==> config.mk <==
export PLATFORM = sky130hd
export DESIGN_NAME = sec_exception_ctrl
export DESIGN_NICKNAME = d
export VERILOG_FILES = /design/src/sec_pkg.sv /design/src/sec_exception_ctrl.sv
export SDC_FILE = /design/constraint.sdc
export NUM_CORES = 1
export LEC_CHECK = 0
export BUFFER_PORTS_ARGS = -buffer_cell sky130_fd_sc_hd__buf_4
export CORE_UTILIZATION = 40
export CTS_CLUSTER_SIZE = 30
export DETAILED_ROUTE_END_ITERATION = 16
export HOLD_SLACK_MARGIN = 0.05
export PLACE_DENSITY = 0.81
export SLEW_MARGIN = 25
export SYNTH_ARGS = -nofsm -noshare
export SYNTH_HDL_FRONTEND = slang
export SYNTH_SLANG_ARGS = --single-unit
==> constraint.sdc <==
create_clock -name clk_sys -period 1.69 [get_ports clk_sys]
set_input_delay 0.169 -clock clk_sys [delete_from_list [all_inputs] [get_ports clk_sys]]
set_output_delay 0.169 -clock clk_sys [all_outputs]
set_load 0.1 [all_outputs]
==> src/sec_pkg.sv <==
// Purpose: constants shared by the system exception control block
// Assumes: 32-bit avalon data, byte addresses on the bus
// Notes: handler state bits keep their register positions
package sec_pkg;
    // register byte addresses
    localparam logic [31:0] ADR_RESET_CTRL = 32'he000ed0c;
    localparam logic [31:0] ADR_PRIO_FAULT = 32'he000ed18;
    localparam logic [31:0] ADR_PRIO_SVC = 32'he000ed1c;
    localparam logic [31:0] ADR_PRIO_TICK = 32'he000ed20;
    localparam logic [31:0] ADR_HANDLER = 32'he000ed24;
    localparam logic [31:0] ADR_EVT_STATUS = 32'he000ed40;
    localparam logic [31:0] ADR_EVT_ENABLE = 32'he000ed44;
    localparam logic [31:0] ADR_EVT_CLEAR = 32'he000ed48;

    // interrupt and reset control fields
    localparam int BIT_LOC_RST = 0;
    localparam int BIT_CLR_ACT = 1;
    localparam int BIT_RST_REQ = 2;
    localparam int PRIGROUP_LSB = 8;
    localparam int PRIGROUP_W = 3;
    localparam int BIT_ENDIAN = 15;
    localparam int KEY_LSB = 16;
    localparam logic [15:0] KEY_WRITE = 16'h05fa;
    localparam logic [15:0] KEY_READ = 16'hfa05;
    localparam logic [PRIGROUP_W-1:0] PRIGROUP_RST = 3'h0;

    // priority words: four byte fields, top three bits implemented
    localparam int PRIO_WORDS = 3;
    localparam int PRIO_W = 3;
    localparam int PRIO_LSB = 5;
    localparam logic [31:0] PRIO_MASK = 32'he0e0e0e0;
    localparam logic [PRIO_W-1:0] PRIO_RST = 3'h0;

    // handler control and state layout
    localparam int HS_W = 19;
    localparam logic [HS_W-1:0] HS_MASK = 19'h7fd8b;
    localparam logic [HS_W-1:0] HS_ACTIVE = 19'h00d8b;
    localparam logic [HS_W-1:0] HS_RST = 19'h00000;

    // event status bits
    localparam int EVT_W = 4;
    localparam int EVT_RST_REQ = 0;
    localparam int EVT_CLR_ACT = 1;
    localparam int EVT_LOC_RST = 2;
    localparam int EVT_KEY_BAD = 3;
    localparam logic [EVT_W-1:0] EVT_RST = 4'h0;
endpackage : sec_pkg

==> src/sec_exception_ctrl.sv <==
// Purpose: system exception control registers on an avalon-mm slave
// Assumes: one clock; rstn is the chip warm reset
// Notes: answers every access one cycle after it appears
//
// Added by the designer: the Avalon-MM slave port.
`timescale 1ns/1ps
`default_nettype none
module sec_exception_ctrl #(
    parameter logic BIG_ENDIAN = 1'b0
) (
    input wire logic clk_sys,
    input wire logic rstn,
    input wire logic [31:0] address,
    input wire logic read,
    input wire logic write,
    input wire logic [3:0] byteenable,
    input wire logic [31:0] writedata,
    output logic [31:0] readdata,
    output logic waitrequest,
    input wire logic [sec_pkg::HS_W-1:0] hw_state_set,
    input wire logic [sec_pkg::HS_W-1:0] hw_state_clr,
    output logic system_reset_request,
    output logic clear_active_pulse,
    output logic local_reset_pulse,
    output logic [sec_pkg::HS_W-1:0] handler_state,
    output logic [sec_pkg::PRIGROUP_W-1:0] priority_grouping,
    output logic [4*sec_pkg::PRIO_WORDS*sec_pkg::PRIO_W-1:0] priority_levels,
    output logic irq
);
    import sec_pkg::*;

    localparam int NPRI = 4 * PRIO_WORDS;

    logic [PRIO_W-1:0] prio [NPRI];
    logic [EVT_W-1:0] evt_status;
    logic [EVT_W-1:0] evt_enable;
    logic [EVT_W-1:0] next_status;
    logic [HS_W-1:0] next_hs;
    logic [31:0] lane;
    logic [31:0] rd_value;
    logic wr_go;
    logic rd_take;
    logic sel_rst;
    logic key_ok;
    logic ctl_wr;
    logic do_clr_act;
    logic do_loc_rst;
    logic do_rst_req;
    logic [EVT_W-1:0] evt_hit;
    logic [1:0] prio_word;

    function automatic logic [31:0] lane_mask(input logic [3:0] be);
        lane_mask = {{8{be[3]}}, {8{be[2]}}, {8{be[1]}}, {8{be[0]}}};
    endfunction : lane_mask

    // a write takes effect on the edge where waitrequest is seen low
    assign wr_go = write && !waitrequest;
    assign rd_take = read && waitrequest;
    assign lane = lane_mask(byteenable);
    // word index of the priority words, kept at two bits on purpose
    assign prio_word = address[3:2] - ADR_PRIO_FAULT[3:2];
    assign sel_rst = address == ADR_RESET_CTRL;
    assign key_ok = (byteenable[3:2] == 2'b11) &&
                    (writedata[31:KEY_LSB] == KEY_WRITE);
    assign ctl_wr = wr_go && sel_rst && key_ok;
    assign do_rst_req = ctl_wr && byteenable[0] &&
                        writedata[BIT_RST_REQ];
    assign do_clr_act = ctl_wr && byteenable[0] &&
                        writedata[BIT_CLR_ACT];
    assign do_loc_rst = ctl_wr && byteenable[0] &&
                        writedata[BIT_LOC_RST];

    // bus handshake: one wait cycle, then a one-cycle answer
    always_ff @(posedge clk_sys or negedge rstn) begin
        if (!rstn) begin
            waitrequest <= 1'b1;
        end else if (!waitrequest) begin
            waitrequest <= 1'b1;
        end else if (read || write) begin
            waitrequest <= 1'b0;
        end
    end

    // read mux; unmapped addresses and write-only words read zero
    always_comb begin
        rd_value = 32'h0;
        case (address)
            ADR_RESET_CTRL: begin
                rd_value[31:KEY_LSB] = KEY_READ;
                rd_value[BIT_ENDIAN] = BIG_ENDIAN;
                rd_value[PRIGROUP_LSB +: PRIGROUP_W] = priority_grouping;
                rd_value[BIT_RST_REQ] = system_reset_request;
                // clear-active and local reset bits always read zero
            end
            ADR_PRIO_FAULT, ADR_PRIO_SVC, ADR_PRIO_TICK: begin
                for (int b = 0; b < 4; b++) begin
                    rd_value[8*b+PRIO_LSB +: PRIO_W] =
                        prio[4*prio_word+b];
                end
            end
            ADR_HANDLER: begin
                rd_value[HS_W-1:0] = handler_state & HS_MASK;
            end
            ADR_EVT_STATUS: begin
                rd_value[EVT_W-1:0] = evt_status;
            end
            ADR_EVT_ENABLE: begin
                rd_value[EVT_W-1:0] = evt_enable;
            end
            default: begin
                rd_value = 32'h0;
            end
        endcase
    end

    always_ff @(posedge clk_sys or negedge rstn) begin
        if (!rstn) begin
            readdata <= 32'h0;
        end else if (rd_take) begin
            readdata <= rd_value;
        end
    end

    // reset request holds until the warm reset it causes clears it
    always_ff @(posedge clk_sys or negedge rstn) begin
        if (!rstn) begin
            system_reset_request <= 1'b0;
        end else if (do_rst_req) begin
            system_reset_request <= 1'b1;
        end
    end

    always_ff @(posedge clk_sys or negedge rstn) begin
        if (!rstn) begin
            clear_active_pulse <= 1'b0;
            local_reset_pulse <= 1'b0;
        end else begin
            clear_active_pulse <= do_clr_act;
            local_reset_pulse <= do_loc_rst;
        end
    end

    always_ff @(posedge clk_sys or negedge rstn) begin
        if (!rstn) begin
            priority_grouping <= PRIGROUP_RST;
        end else if (do_loc_rst) begin
            priority_grouping <= PRIGROUP_RST;
        end else if (ctl_wr && byteenable[1]) begin
            priority_grouping <= writedata[PRIGROUP_LSB +: PRIGROUP_W];
        end
    end

    // priority bytes; low five bits of each byte are not stored
    always_ff @(posedge clk_sys or negedge rstn) begin
        if (!rstn) begin
            for (int i = 0; i < NPRI; i++) begin
                prio[i] <= PRIO_RST;
            end
        end else if (do_loc_rst) begin
            for (int i = 0; i < NPRI; i++) begin
                prio[i] <= PRIO_RST;
            end
        end else if (wr_go && (address == ADR_PRIO_FAULT ||
                     address == ADR_PRIO_SVC ||
                     address == ADR_PRIO_TICK)) begin
            for (int b = 0; b < 4; b++) begin
                if (byteenable[b]) begin
                    prio[4*prio_word+b] <=
                        writedata[8*b+PRIO_LSB +: PRIO_W];
                end
            end
        end
    end

    always_comb begin
        for (int i = 0; i < NPRI; i++) begin
            priority_levels[PRIO_W*i +: PRIO_W] = prio[i];
        end
    end

    // handler state: software edit, then wipe, then core events win
    always_comb begin
        next_hs = handler_state;
        if (wr_go && address == ADR_HANDLER) begin
            next_hs = (handler_state & ~(lane[HS_W-1:0] & HS_MASK)) |
                      (writedata[HS_W-1:0] & lane[HS_W-1:0] &
                       HS_MASK);
        end
        if (do_clr_act) begin
            next_hs = next_hs & ~HS_ACTIVE;
        end
        if (do_loc_rst) begin
            next_hs = HS_RST;
        end
        next_hs = ((next_hs & ~hw_state_clr) | hw_state_set) & HS_MASK;
    end

    always_ff @(posedge clk_sys or negedge rstn) begin
        if (!rstn) begin
            handler_state <= HS_RST;
        end else begin
            handler_state <= next_hs;
        end
    end

    // sticky events; a new event beats a clear in the same cycle
    always_comb begin
        evt_hit = '0;
        evt_hit[EVT_RST_REQ] = do_rst_req;
        evt_hit[EVT_CLR_ACT] = do_clr_act;
        evt_hit[EVT_LOC_RST] = do_loc_rst;
        evt_hit[EVT_KEY_BAD] = wr_go && sel_rst && !key_ok;
        next_status = evt_status;
        if (wr_go && address == ADR_EVT_CLEAR && byteenable[0]) begin
            next_status = evt_status & ~writedata[EVT_W-1:0];
        end
        next_status = next_status | evt_hit;
    end

    always_ff @(posedge clk_sys or negedge rstn) begin
        if (!rstn) begin
            evt_status <= EVT_RST;
        end else begin
            evt_status <= next_status;
        end
    end

    always_ff @(posedge clk_sys or negedge rstn) begin
        if (!rstn) begin
            evt_enable <= EVT_RST;
        end else if (wr_go && address == ADR_EVT_ENABLE && byteenable[0]) begin
            evt_enable <= writedata[EVT_W-1:0];
        end
    end

    always_ff @(posedge clk_sys or negedge rstn) begin
        if (!rstn) begin
            irq <= 1'b0;
        end else begin
            irq <= |(next_status & evt_enable);
        end
    end
endmodule : sec_exception_ctrl
`default_nettype wire

### Yosys cells after proc, flatten, opt, wreduce, memory -nomap -nowiden

Index checks and enable logic that the tools add are counted.

* register bits after elaboration: 95
* output and inout bits: 95
* logic and storage cells: 145

* add/sub/neg operators: 4
* order comparisons: 8
* equality and inequality tests: 10
* muxes and demuxes: 56
* bitwise operators: 15
* reduce and logical (&&, ||, !) cells: 30

Operators with widths (count)
* two-way mux 36 bit: 12
* == test 32 bit (second input constant): 8
* bitwise mux 36 bit: 4
* greater-or-equal comparator 33 x 5 -> 1 bit (second input constant): 4
* < comparator 33 x 1 -> 1 bit (second input constant): 4
* inverter 5 -> 33 bit: 3
* bitwise AND 19 bit: 3
* binary-select mux 3 bit (select 4 bit): 4
* demux 3 bit (select 4 bit): 4
* two-way mux 3 bit: 15
* two-way mux 19 bit: 2
* inverter 19 bit: 2
* OR 19 bit: 2
* inverter 4 -> 33 bit: 1
* case mux 3 bit (2 select lines): 4
* logical AND 1 bit: 21
* == test 16 x 11 -> 1 bit (second input constant): 1
* two-way mux 12 bit: 1
* adder 4 x 2 -> 5 bit (second input constant): 2
* bitwise AND 4 bit: 2
* case mux 1 bit (3 select lines): 2
* case mux 2 bit (3 select lines): 1
* adder 4 x 1 -> 5 bit (second input constant): 1
* two-way mux 5 bit: 1
* 14 further kinds: 19

### Depth between registers and ports, before layout

Gate-level depths: netlist of the first run.

* word-level depth: 22
* gate-level depth with buffers: 8

### Least setup slack after synthesis of the first run

OpenSTA, ideal clock, no wires.

* path kind: register -> register
* start: register waitrequest
* end: register prio (netlist bit priority_levels[21])
* setup time: 0.078 ns
* data arrival time: 2.149 ns
* data required time: 1.612 ns
* path slack: -0.537 ns
* stages on the path, launching flop included: 8
* path buffers: 1
* path through: dfstp_2 nor2b_1 and2_0 and3_1 and3_1 buf_2 o21ai_0 o2bb2ai_1

* word-level cells in the longest chain between the ends: 7
* elaborated cells between the ends (all ways): 9
* classes of those cells: 1 x mux; 8 x reduce/logical

RTL lines
* from (decl): line sec_exception_ctrl.sv:19 `output logic waitrequest,`
* from (signal assigned): line sec_exception_ctrl.sv:76 `waitrequest <= 1'b1;`
* from (signal assigned): line sec_exception_ctrl.sv:78 `waitrequest <= 1'b1;`
* from (signal assigned): line sec_exception_ctrl.sv:80 `waitrequest <= 1'b0;`
* logical NOT 1 bit (*)
* logical AND 1 bit (*): line sec_exception_ctrl.sv:57 `assign wr_go = write && !waitrequest;`
* logical AND 1 bit (2 in a row): line sec_exception_ctrl.sv:65 `assign ctl_wr = wr_go && sel_rst && key_ok;`
* logical AND 1 bit (2 in a row): line sec_exception_ctrl.sv:70 `assign do_loc_rst = ctl_wr && byteenable[0] &&`
* two-way mux 36 bit or nonzero test 2 bit (tied branches)
* to (signal, indexed assignment): line sec_exception_ctrl.sv:168 `prio[4*prio_word+b] <=`
* to (decl): line sec_exception_ctrl.sv:34 `logic [PRIO_W-1:0] prio [NPRI];`

Every way passes the cells marked *; elsewhere a longest branch is shown, timed or not.
A chain may end at the register's enable or synchronous reset.

### Worst setup path after layout of the first run

* start: register waitrequest
* end: register irq

* word-level cells in the longest chain between the ends: 9
* elaborated cells between the ends (all ways): 15
* classes of those cells: 1 x mux; 2 x bitwise; 12 x reduce/logical

RTL lines
* logical NOT 1 bit (*)
* logical AND 1 bit (*): line sec_exception_ctrl.sv:57
* logical AND 1 bit: line sec_exception_ctrl.sv:65, sec_exception_ctrl.sv:212
* logical AND 1 bit: line sec_exception_ctrl.sv:65
* logical AND 1 bit: line sec_exception_ctrl.sv:66, sec_exception_ctrl.sv:68, sec_exception_ctrl.sv:70
* logical AND 1 bit (on tied branches): line sec_exception_ctrl.sv:66, sec_exception_ctrl.sv:68, sec_exception_ctrl.sv:70
* OR 4 bit (*): line sec_exception_ctrl.sv:217 `next_status = next_status | evt_hit;`
* bitwise AND 4 bit (*): line sec_exception_ctrl.sv:240 `irq <= |(next_status & evt_enable);`
* OR reduction 4 bit (*): line sec_exception_ctrl.sv:240
* to (signal assigned): line sec_exception_ctrl.sv:240
* to (decl): line sec_exception_ctrl.sv:28 `output logic irq`

Marks and branches as above.

==> results of run 1 <==
==> Yosys cell counts, drive strengths merged, types with 4 or more instances <==
cell    count
dfrtp      90
nand2      59
mux2i      46
nor2       35
o21ai      32
nand3      30
inv        23
buf        21
o31ai      20
a21oi      13
clkbuf     10
nor4       10
and2        9
mux2        8
a221oi      6
and3        5
and4bb      5
a22oi       4
nor2b       4
nor3        4
or4         4
==> timing repair <==
item,in CTS,in global routing
gates resized for setup,99,72
hold buffers,31,0
buffers inserted,10,9
pin swaps,12,12
cloned,2,0
setup endpoints to repair,60,80
endpoints found under the hold margin,86,0
==> worst register-to-register path, stage by stage, from the launching register on <==
cell and delay [ns]:
dfstp_4 0.47, and4bb_4 0.35, nand2_4 0.08, nor4_4 0.21, nand2_1 0.12, a32o_1 0.25
or3_1 0.35
==> sequential cells by signal, indices dropped and copies added (netlist names) <==
register              cells
clear_active_pulse        1
local_reset_pulse         1
evt_status                4
priority_grouping         3
handler_state            14
irq                       1
priority_levels          36
waitrequest               1
readdata                 25
system_reset_request      1
evt_enable                4
==> worst paths after layout <==
check / from / end / slack (ns) / cells past startpoint
setup / recovery: waitrequest / irq / -0.25 / 6
hold / removal: writedata[8] / priority_grouping[0] / 0.06 / 2
setup reg to reg: waitrequest / irq / -0.25 / 6
hold reg to reg: readdata[17] / readdata[17] / 0.48 / 2
max in group asynchronous: rstn / waitrequest / 0.85 / 3
min in group asynchronous: rstn / readdata[15] / 0.26 / 2
==> final cells by class <==
| class | instances | area share |
|---|---|---|
| Clock buffer | 10 | 0.0273 |
| Clock inverter | 6 | 0.0106 |
| Inverter | 23 | 0.0103 |
| Multi-Input combinational cell | 337 | 0.357 |
| Sequential cell | 91 | 0.272 |
| Tap cell | 143 | 0.0213 |
| Timing Repair Buffer | 302 | 0.302 |
==> per-stage QoR <==
stage | hold WS, ns | area, um2 | total power, uW | std cells
2_1_floorplan | -0.127 | 4930 | 3010 | 482
3_3_place_gp | 0.0687 | 6850 | 3470 | 847
3_5_place_dp | 0.0750 | 6850 | 3480 | 847
4_1_cts | 0.0516 | 8000 | 5760 | 906
5_1_grt | 0.0594 | 8390 | 5980 | 912
6_report | 0.0614 | 8390 | 5820 | 912
==> cell families (layout without fill, tap and decap cells) <==
kind of cell           Yosys count  after routing  share of synthesized area
and+or+nand+nor                181            181                      0.214
other                            1             10                   0.000795
buffers and inverters           54            341                     0.0554
AOI/OAI and AO/OA               92             92                      0.130
muxes                           54             54                      0.117
DFF                             91             91                      0.483
==> where the power goes <==
part / internal (uW) / switching (uW) / total [uW]
Clock: 1300 / 874 / 2170
Combinational: 461 / 897 / 1360
Sequential: 2240 / 52.5 / 2290
Total: 4000 / 1820 / 5820
==> layer usage <==
layer  wire length (um)  share of wire  vias to the layer above  GRT usage
met3               1210          0.067                       47     0.0593
met5                  0              0                        -          0
met1               6910           0.38                     2469      0.348
li1                   -              -                     2268          -
met2               9400           0.52                      253      0.504
met4                543          0.030                        0      0.113
==> impl_metrics.yaml, run 1 <==
synthesis:
  yosysWarnings: 0
  synth.distinct_cells: 53
  yosys.area.top_type_share: 0.477
  async_reset_ff_frac: 1.00
  avgSynthCellArea_um2: 9.97
  synth-main-ff-cell: "dfrtp_1"
  synth.largest_area_cell: "dfrtp_1"
  synth-seq-cells: 91
  synth_area_leaders: "dfrtp_1, mux2i_1, nand2_1"
  yosysSeqAreaShare: 0.483
  synth_edf_count: 0
  synth.cell_area_mm2: 0.00472
  synth_cells: 473
routing:
  ant_nets: 0
  drc: 0
  finalWirelength_mm: 18.1
  wl_per_cell_um: 19.8
  dr.pass1.iters: 4
  vias_per_cell: 5.52
  vias: 5037
  drt_iter0_markers: 219
outcome:
  status: "finished, violations left"
  violations: "setup timing"
clocking:
  clock-sinks: 91
  path_clk_slew_ns: 0.07
  htree_levels: 3
  cts_tree: "yes"
  cts_made_buffers: 9
  clk_path_buf_depth: 2
  clock_latency_ns: 0.34
  clockRootBuffer: "clkbuf_16"
floorplan:
  dieHeight_um: 111
  core_region_area_mm2: 0.0115
  die_w_um: 111
  rows: 39
  num_io_pins: 205
  dieArea_mm2: 0.0122
  start_util: 0.411
timing:
  finalCritPeriodShare: 1.15
  slew_viol_final: 0
  finClkSkew_ns: 0.00539
  fin_ws_ns: -0.252
  rsz0062_at_grt: "true"
  hold_violations: 0
  clock.fmax_mhz: 515
  min_period_ns: 1.94
  setup_viol: 64
  totalNegativeSetupSlack_ns: -8.99
final_layout:
  fillers: 762
  drive_above_1_share: 0.546
  final_common_cell: "buf_4"
  n_antenna_cell: 0
  areaGrowthSynthToFinish_pct: 78.0
  layout_common_cells: "buf_4, dfrtp_1, nand2_1"
  ff_latch_area_mm2: 0.00228
  fin_nets: 874
  multi_input_area_mm2: 0.00300
  fin_util: 0.732
grt:
  grt_pass1_vias: 5238
  grtUsageTotal: 0.289
  grt_pass1_wl_mm: 27.4
  grt-ovfl-total: 0
  grt_start_max_net_pins: 45
  antenna_found_initial: 0
power_and_ir_drop:
  powerDensity_mw_per_mm2: 693
  ir_drop_v: 0.000602
  power_leakage_uw: 0.00404
placement:
  numPortBuffers: 183
  gp_congestion: 0.832
  hpwl_mm: 12.3
  pre_cts_ws_ns: -0.519
worst_setup_path:
  cp_num_buf_inv: 0
  crit_path_top_delay_cell: "dfstp_4"
  required_ns: 1.91
  crit_chain: "and4bb_4 -> nand2_4 -> nor4_4 -> nand2_1 -> a32o_1 -> or3_1"
  timing_worst_setup_path_type: "reg2reg"
  cp_max_fo: 3
  cp-start-kind: "register"
  arrival_ns: 2.17
  crit_path_end_kind: "register"
  slowest_delay_ns: 0.47
  path_delay_family: "simple AND/OR/NAND/NOR gates"
worst_hold_path:
  worst_hold_path_type: "in2reg"
job:
  maxCapViolCount: 0
Note: power is estimated with default switching activity, not from simulation.
==> inputs of run 2 (changes only) <==
Settings changed: CELL_PAD_IN_SITES_DETAIL_PLACEMENT set to 0, CELL_PAD_IN_SITES_GLOBAL_PLACEMENT set to 1, CORE_UTILIZATION 40 to 32, PLACE_DENSITY 0.81 to 0.86.
==> run 2 against run 1 <==
Compared with the run above:
- the run still ends with setup timing left
- final area grew 2.1%
- power shrank 0.75%
- via count shrank 2.7%
- clock skew shrank 0.0017 ns
- largest cell class unchanged
- highest routed layer unchanged
==> impl_metrics.yaml, run 2 (synthesized netlist as in run 1, its figures left out) <==
routing:
  drc: 0
  wl_per_cell_um: 18.7
  finalWirelength_mm: 18.0
  topRoutingLayerUsed: "met4"
  ant_nets: 0
  drt_iter0_markers: 219
  wl_met2_mm: 9.13
  wl_met3_mm: 1.18
  drt-met1-wl_mm: 7.36
  vias: 4902
  dr.pass1.iters: 4
  vias_per_cell: 5.09
timing:
  hold_violations: 0
  setup_viol: 48
  timing.hold.ws_ns: 0.0756
  fin_ws_ns: -0.235
  rsz0062_at_grt: "true"
  finClkSkew_ns: 0.00364
  slew_viol_final: 0
  finalCritPeriodShare: 1.14
  min_period_ns: 1.92
  clock.fmax_mhz: 520
power_and_ir_drop:
  combPwrFrac: 0.233
  powerDensity_mw_per_mm2: 674
  p_sw_frac: 0.311
  ir_drop_v: 0.000474
  power.net_switching_uw: 1790
  power.share.sequential: 0.396
  internal_power_uw: 3980
  power_leakage_uw: 0.00407
  pwr-share-clk: 0.372
clocking:
  cts_made_buffers: 9
  path_clk_slew_ns: 0.06
  clock_latency_ns: 0.35
  htree_levels: 3
  clk_path_buf_depth: 2
  cts_tree: "yes"
  clockRootBuffer: "clkbuf_16"
  clock-sinks: 91
final_layout:
  multi_input_area_mm2: 0.00301
  ff_latch_area_mm2: 0.00228
  fin_util: 0.592
  final_common_cell: "buf_4"
  drive_above_1_share: 0.542
  finalInstanceArea_mm2: 0.00857
  fin_nets: 885
  n_antenna_cell: 0
  areaGrowthSynthToFinish_pct: 81.7
  layout_common_cells: "buf_4, dfrtp_1, nand2_1"
  largest_reg_flops: 36
  fillers: 1194
outcome:
  status: "finished, violations left"
  violations: "setup timing"
worst_setup_path:
  r2r_slack_ns: -0.23
  cp-start-kind: "register"
  crit_path_end_kind: "register"
  crit_top_cell: "buf_6"
  required_ns: 1.94
  arrival_ns: 2.17
  crit_path_top_delay_cell: "dfstp_4"
  slowest_delay_ns: 0.47
  crit_chain: "and4bb_2 -> nand2_4 -> buf_4 -> buf_6 -> buf_6 -> and2b_2 -> mux2i_2 -> nor2_4"
  timing_worst_setup_path_type: "reg2reg"
  cp_max_fo: 3
placement:
  hpwl_mm: 12.9
  place_area_mm2: 0.00691
  numPortBuffers: 183
  gp_congestion: 0.834
job:
  maxCapViolCount: 0
floorplan:
  die_w_um: 123
  dieHeight_um: 123
  start_util: 0.326
  core_region_area_mm2: 0.0145
  num_io_pins: 205
  dieArea_mm2: 0.0152
  rows: 44
grt:
  grtUsageTotal: 0.238
  grt_pass1_wl_mm: 26.7
  grt-ovfl-total: 0
  antenna_found_initial: 0
  grt_start_max_net_pins: 52
  grt_pass1_vias: 5061
worst_hold_path:
  worst_hold_path_type: "in2reg"
## run 2: power groups by stage
stage                     registers (uW)  logic [uW]  clock network (uW)
after detailed placement            2320        1170                   0
after global placement              2320        1150                   0
after CTS                           2280        1270                2160
after global routing                2290        1410                2250
after floorplan                     2720         289                   0
final                               2280        1340                2150
## run 2: worst paths after layout
kind                              start                  end  cells after the start
min in group asynchronous          rstn         readdata[17]                      2
max in group asynchronous          rstn        evt_status[2]                      3
hold reg to reg            readdata[17]         readdata[17]                      2
setup reg to reg            waitrequest   priority_levels[1]                      8
setup / recovery            waitrequest   priority_levels[1]                      8
hold / removal             writedata[6]  priority_levels[13]                      2
## run 2: cell type report
cell class	instances	share of cell area
Multi-Input combinational cell	337	0.351
Timing Repair Buffer	313	0.310
Sequential cell	91	0.266
Tap cell	184	0.0269
Clock buffer	10	0.0267
Inverter	23	0.0101
Clock inverter	6	0.00934
## run 2: per-layer routing
metal / up-vias / track usage
li1: 2294 / -
met1: 2400 / 0.291
met2: 180 / 0.402
met3: 28 / 0.0623
met4: 0 / 0.0896
met5: - / 0
## run 2: critical path: cells and delay by family, from the launching register on
family	cells	cell delay, ns
simple gates	4	0.74
flops	1	0.47
buf+inv	3	0.34
mux	1	0.27
## run 2: repair_timing
item / 4_1_cts / 5_1_grt
endpoints found under the setup margin: 64 / 82
pin swaps: 14 / 34
hold endpoints to repair: 49 / 0
hold buffers: 34 / 0
cloned: 3 / 0
setup buffers: 15 / 15
resized for setup: 70 / 121
## run 2: stage by stage
step	TNS [ns]	instances	worst slack, ns	power (uW)
after global routing	-9.14	964	-0.303	5950
after detailed placement	-30.41	889	-0.475	3480
final	-3.32	964	-0.235	5780
after CTS	-2.66	956	-0.227	5700
after floorplan	-9.60	482	-0.274	3010
after global placement	-27.84	889	-0.443	3470
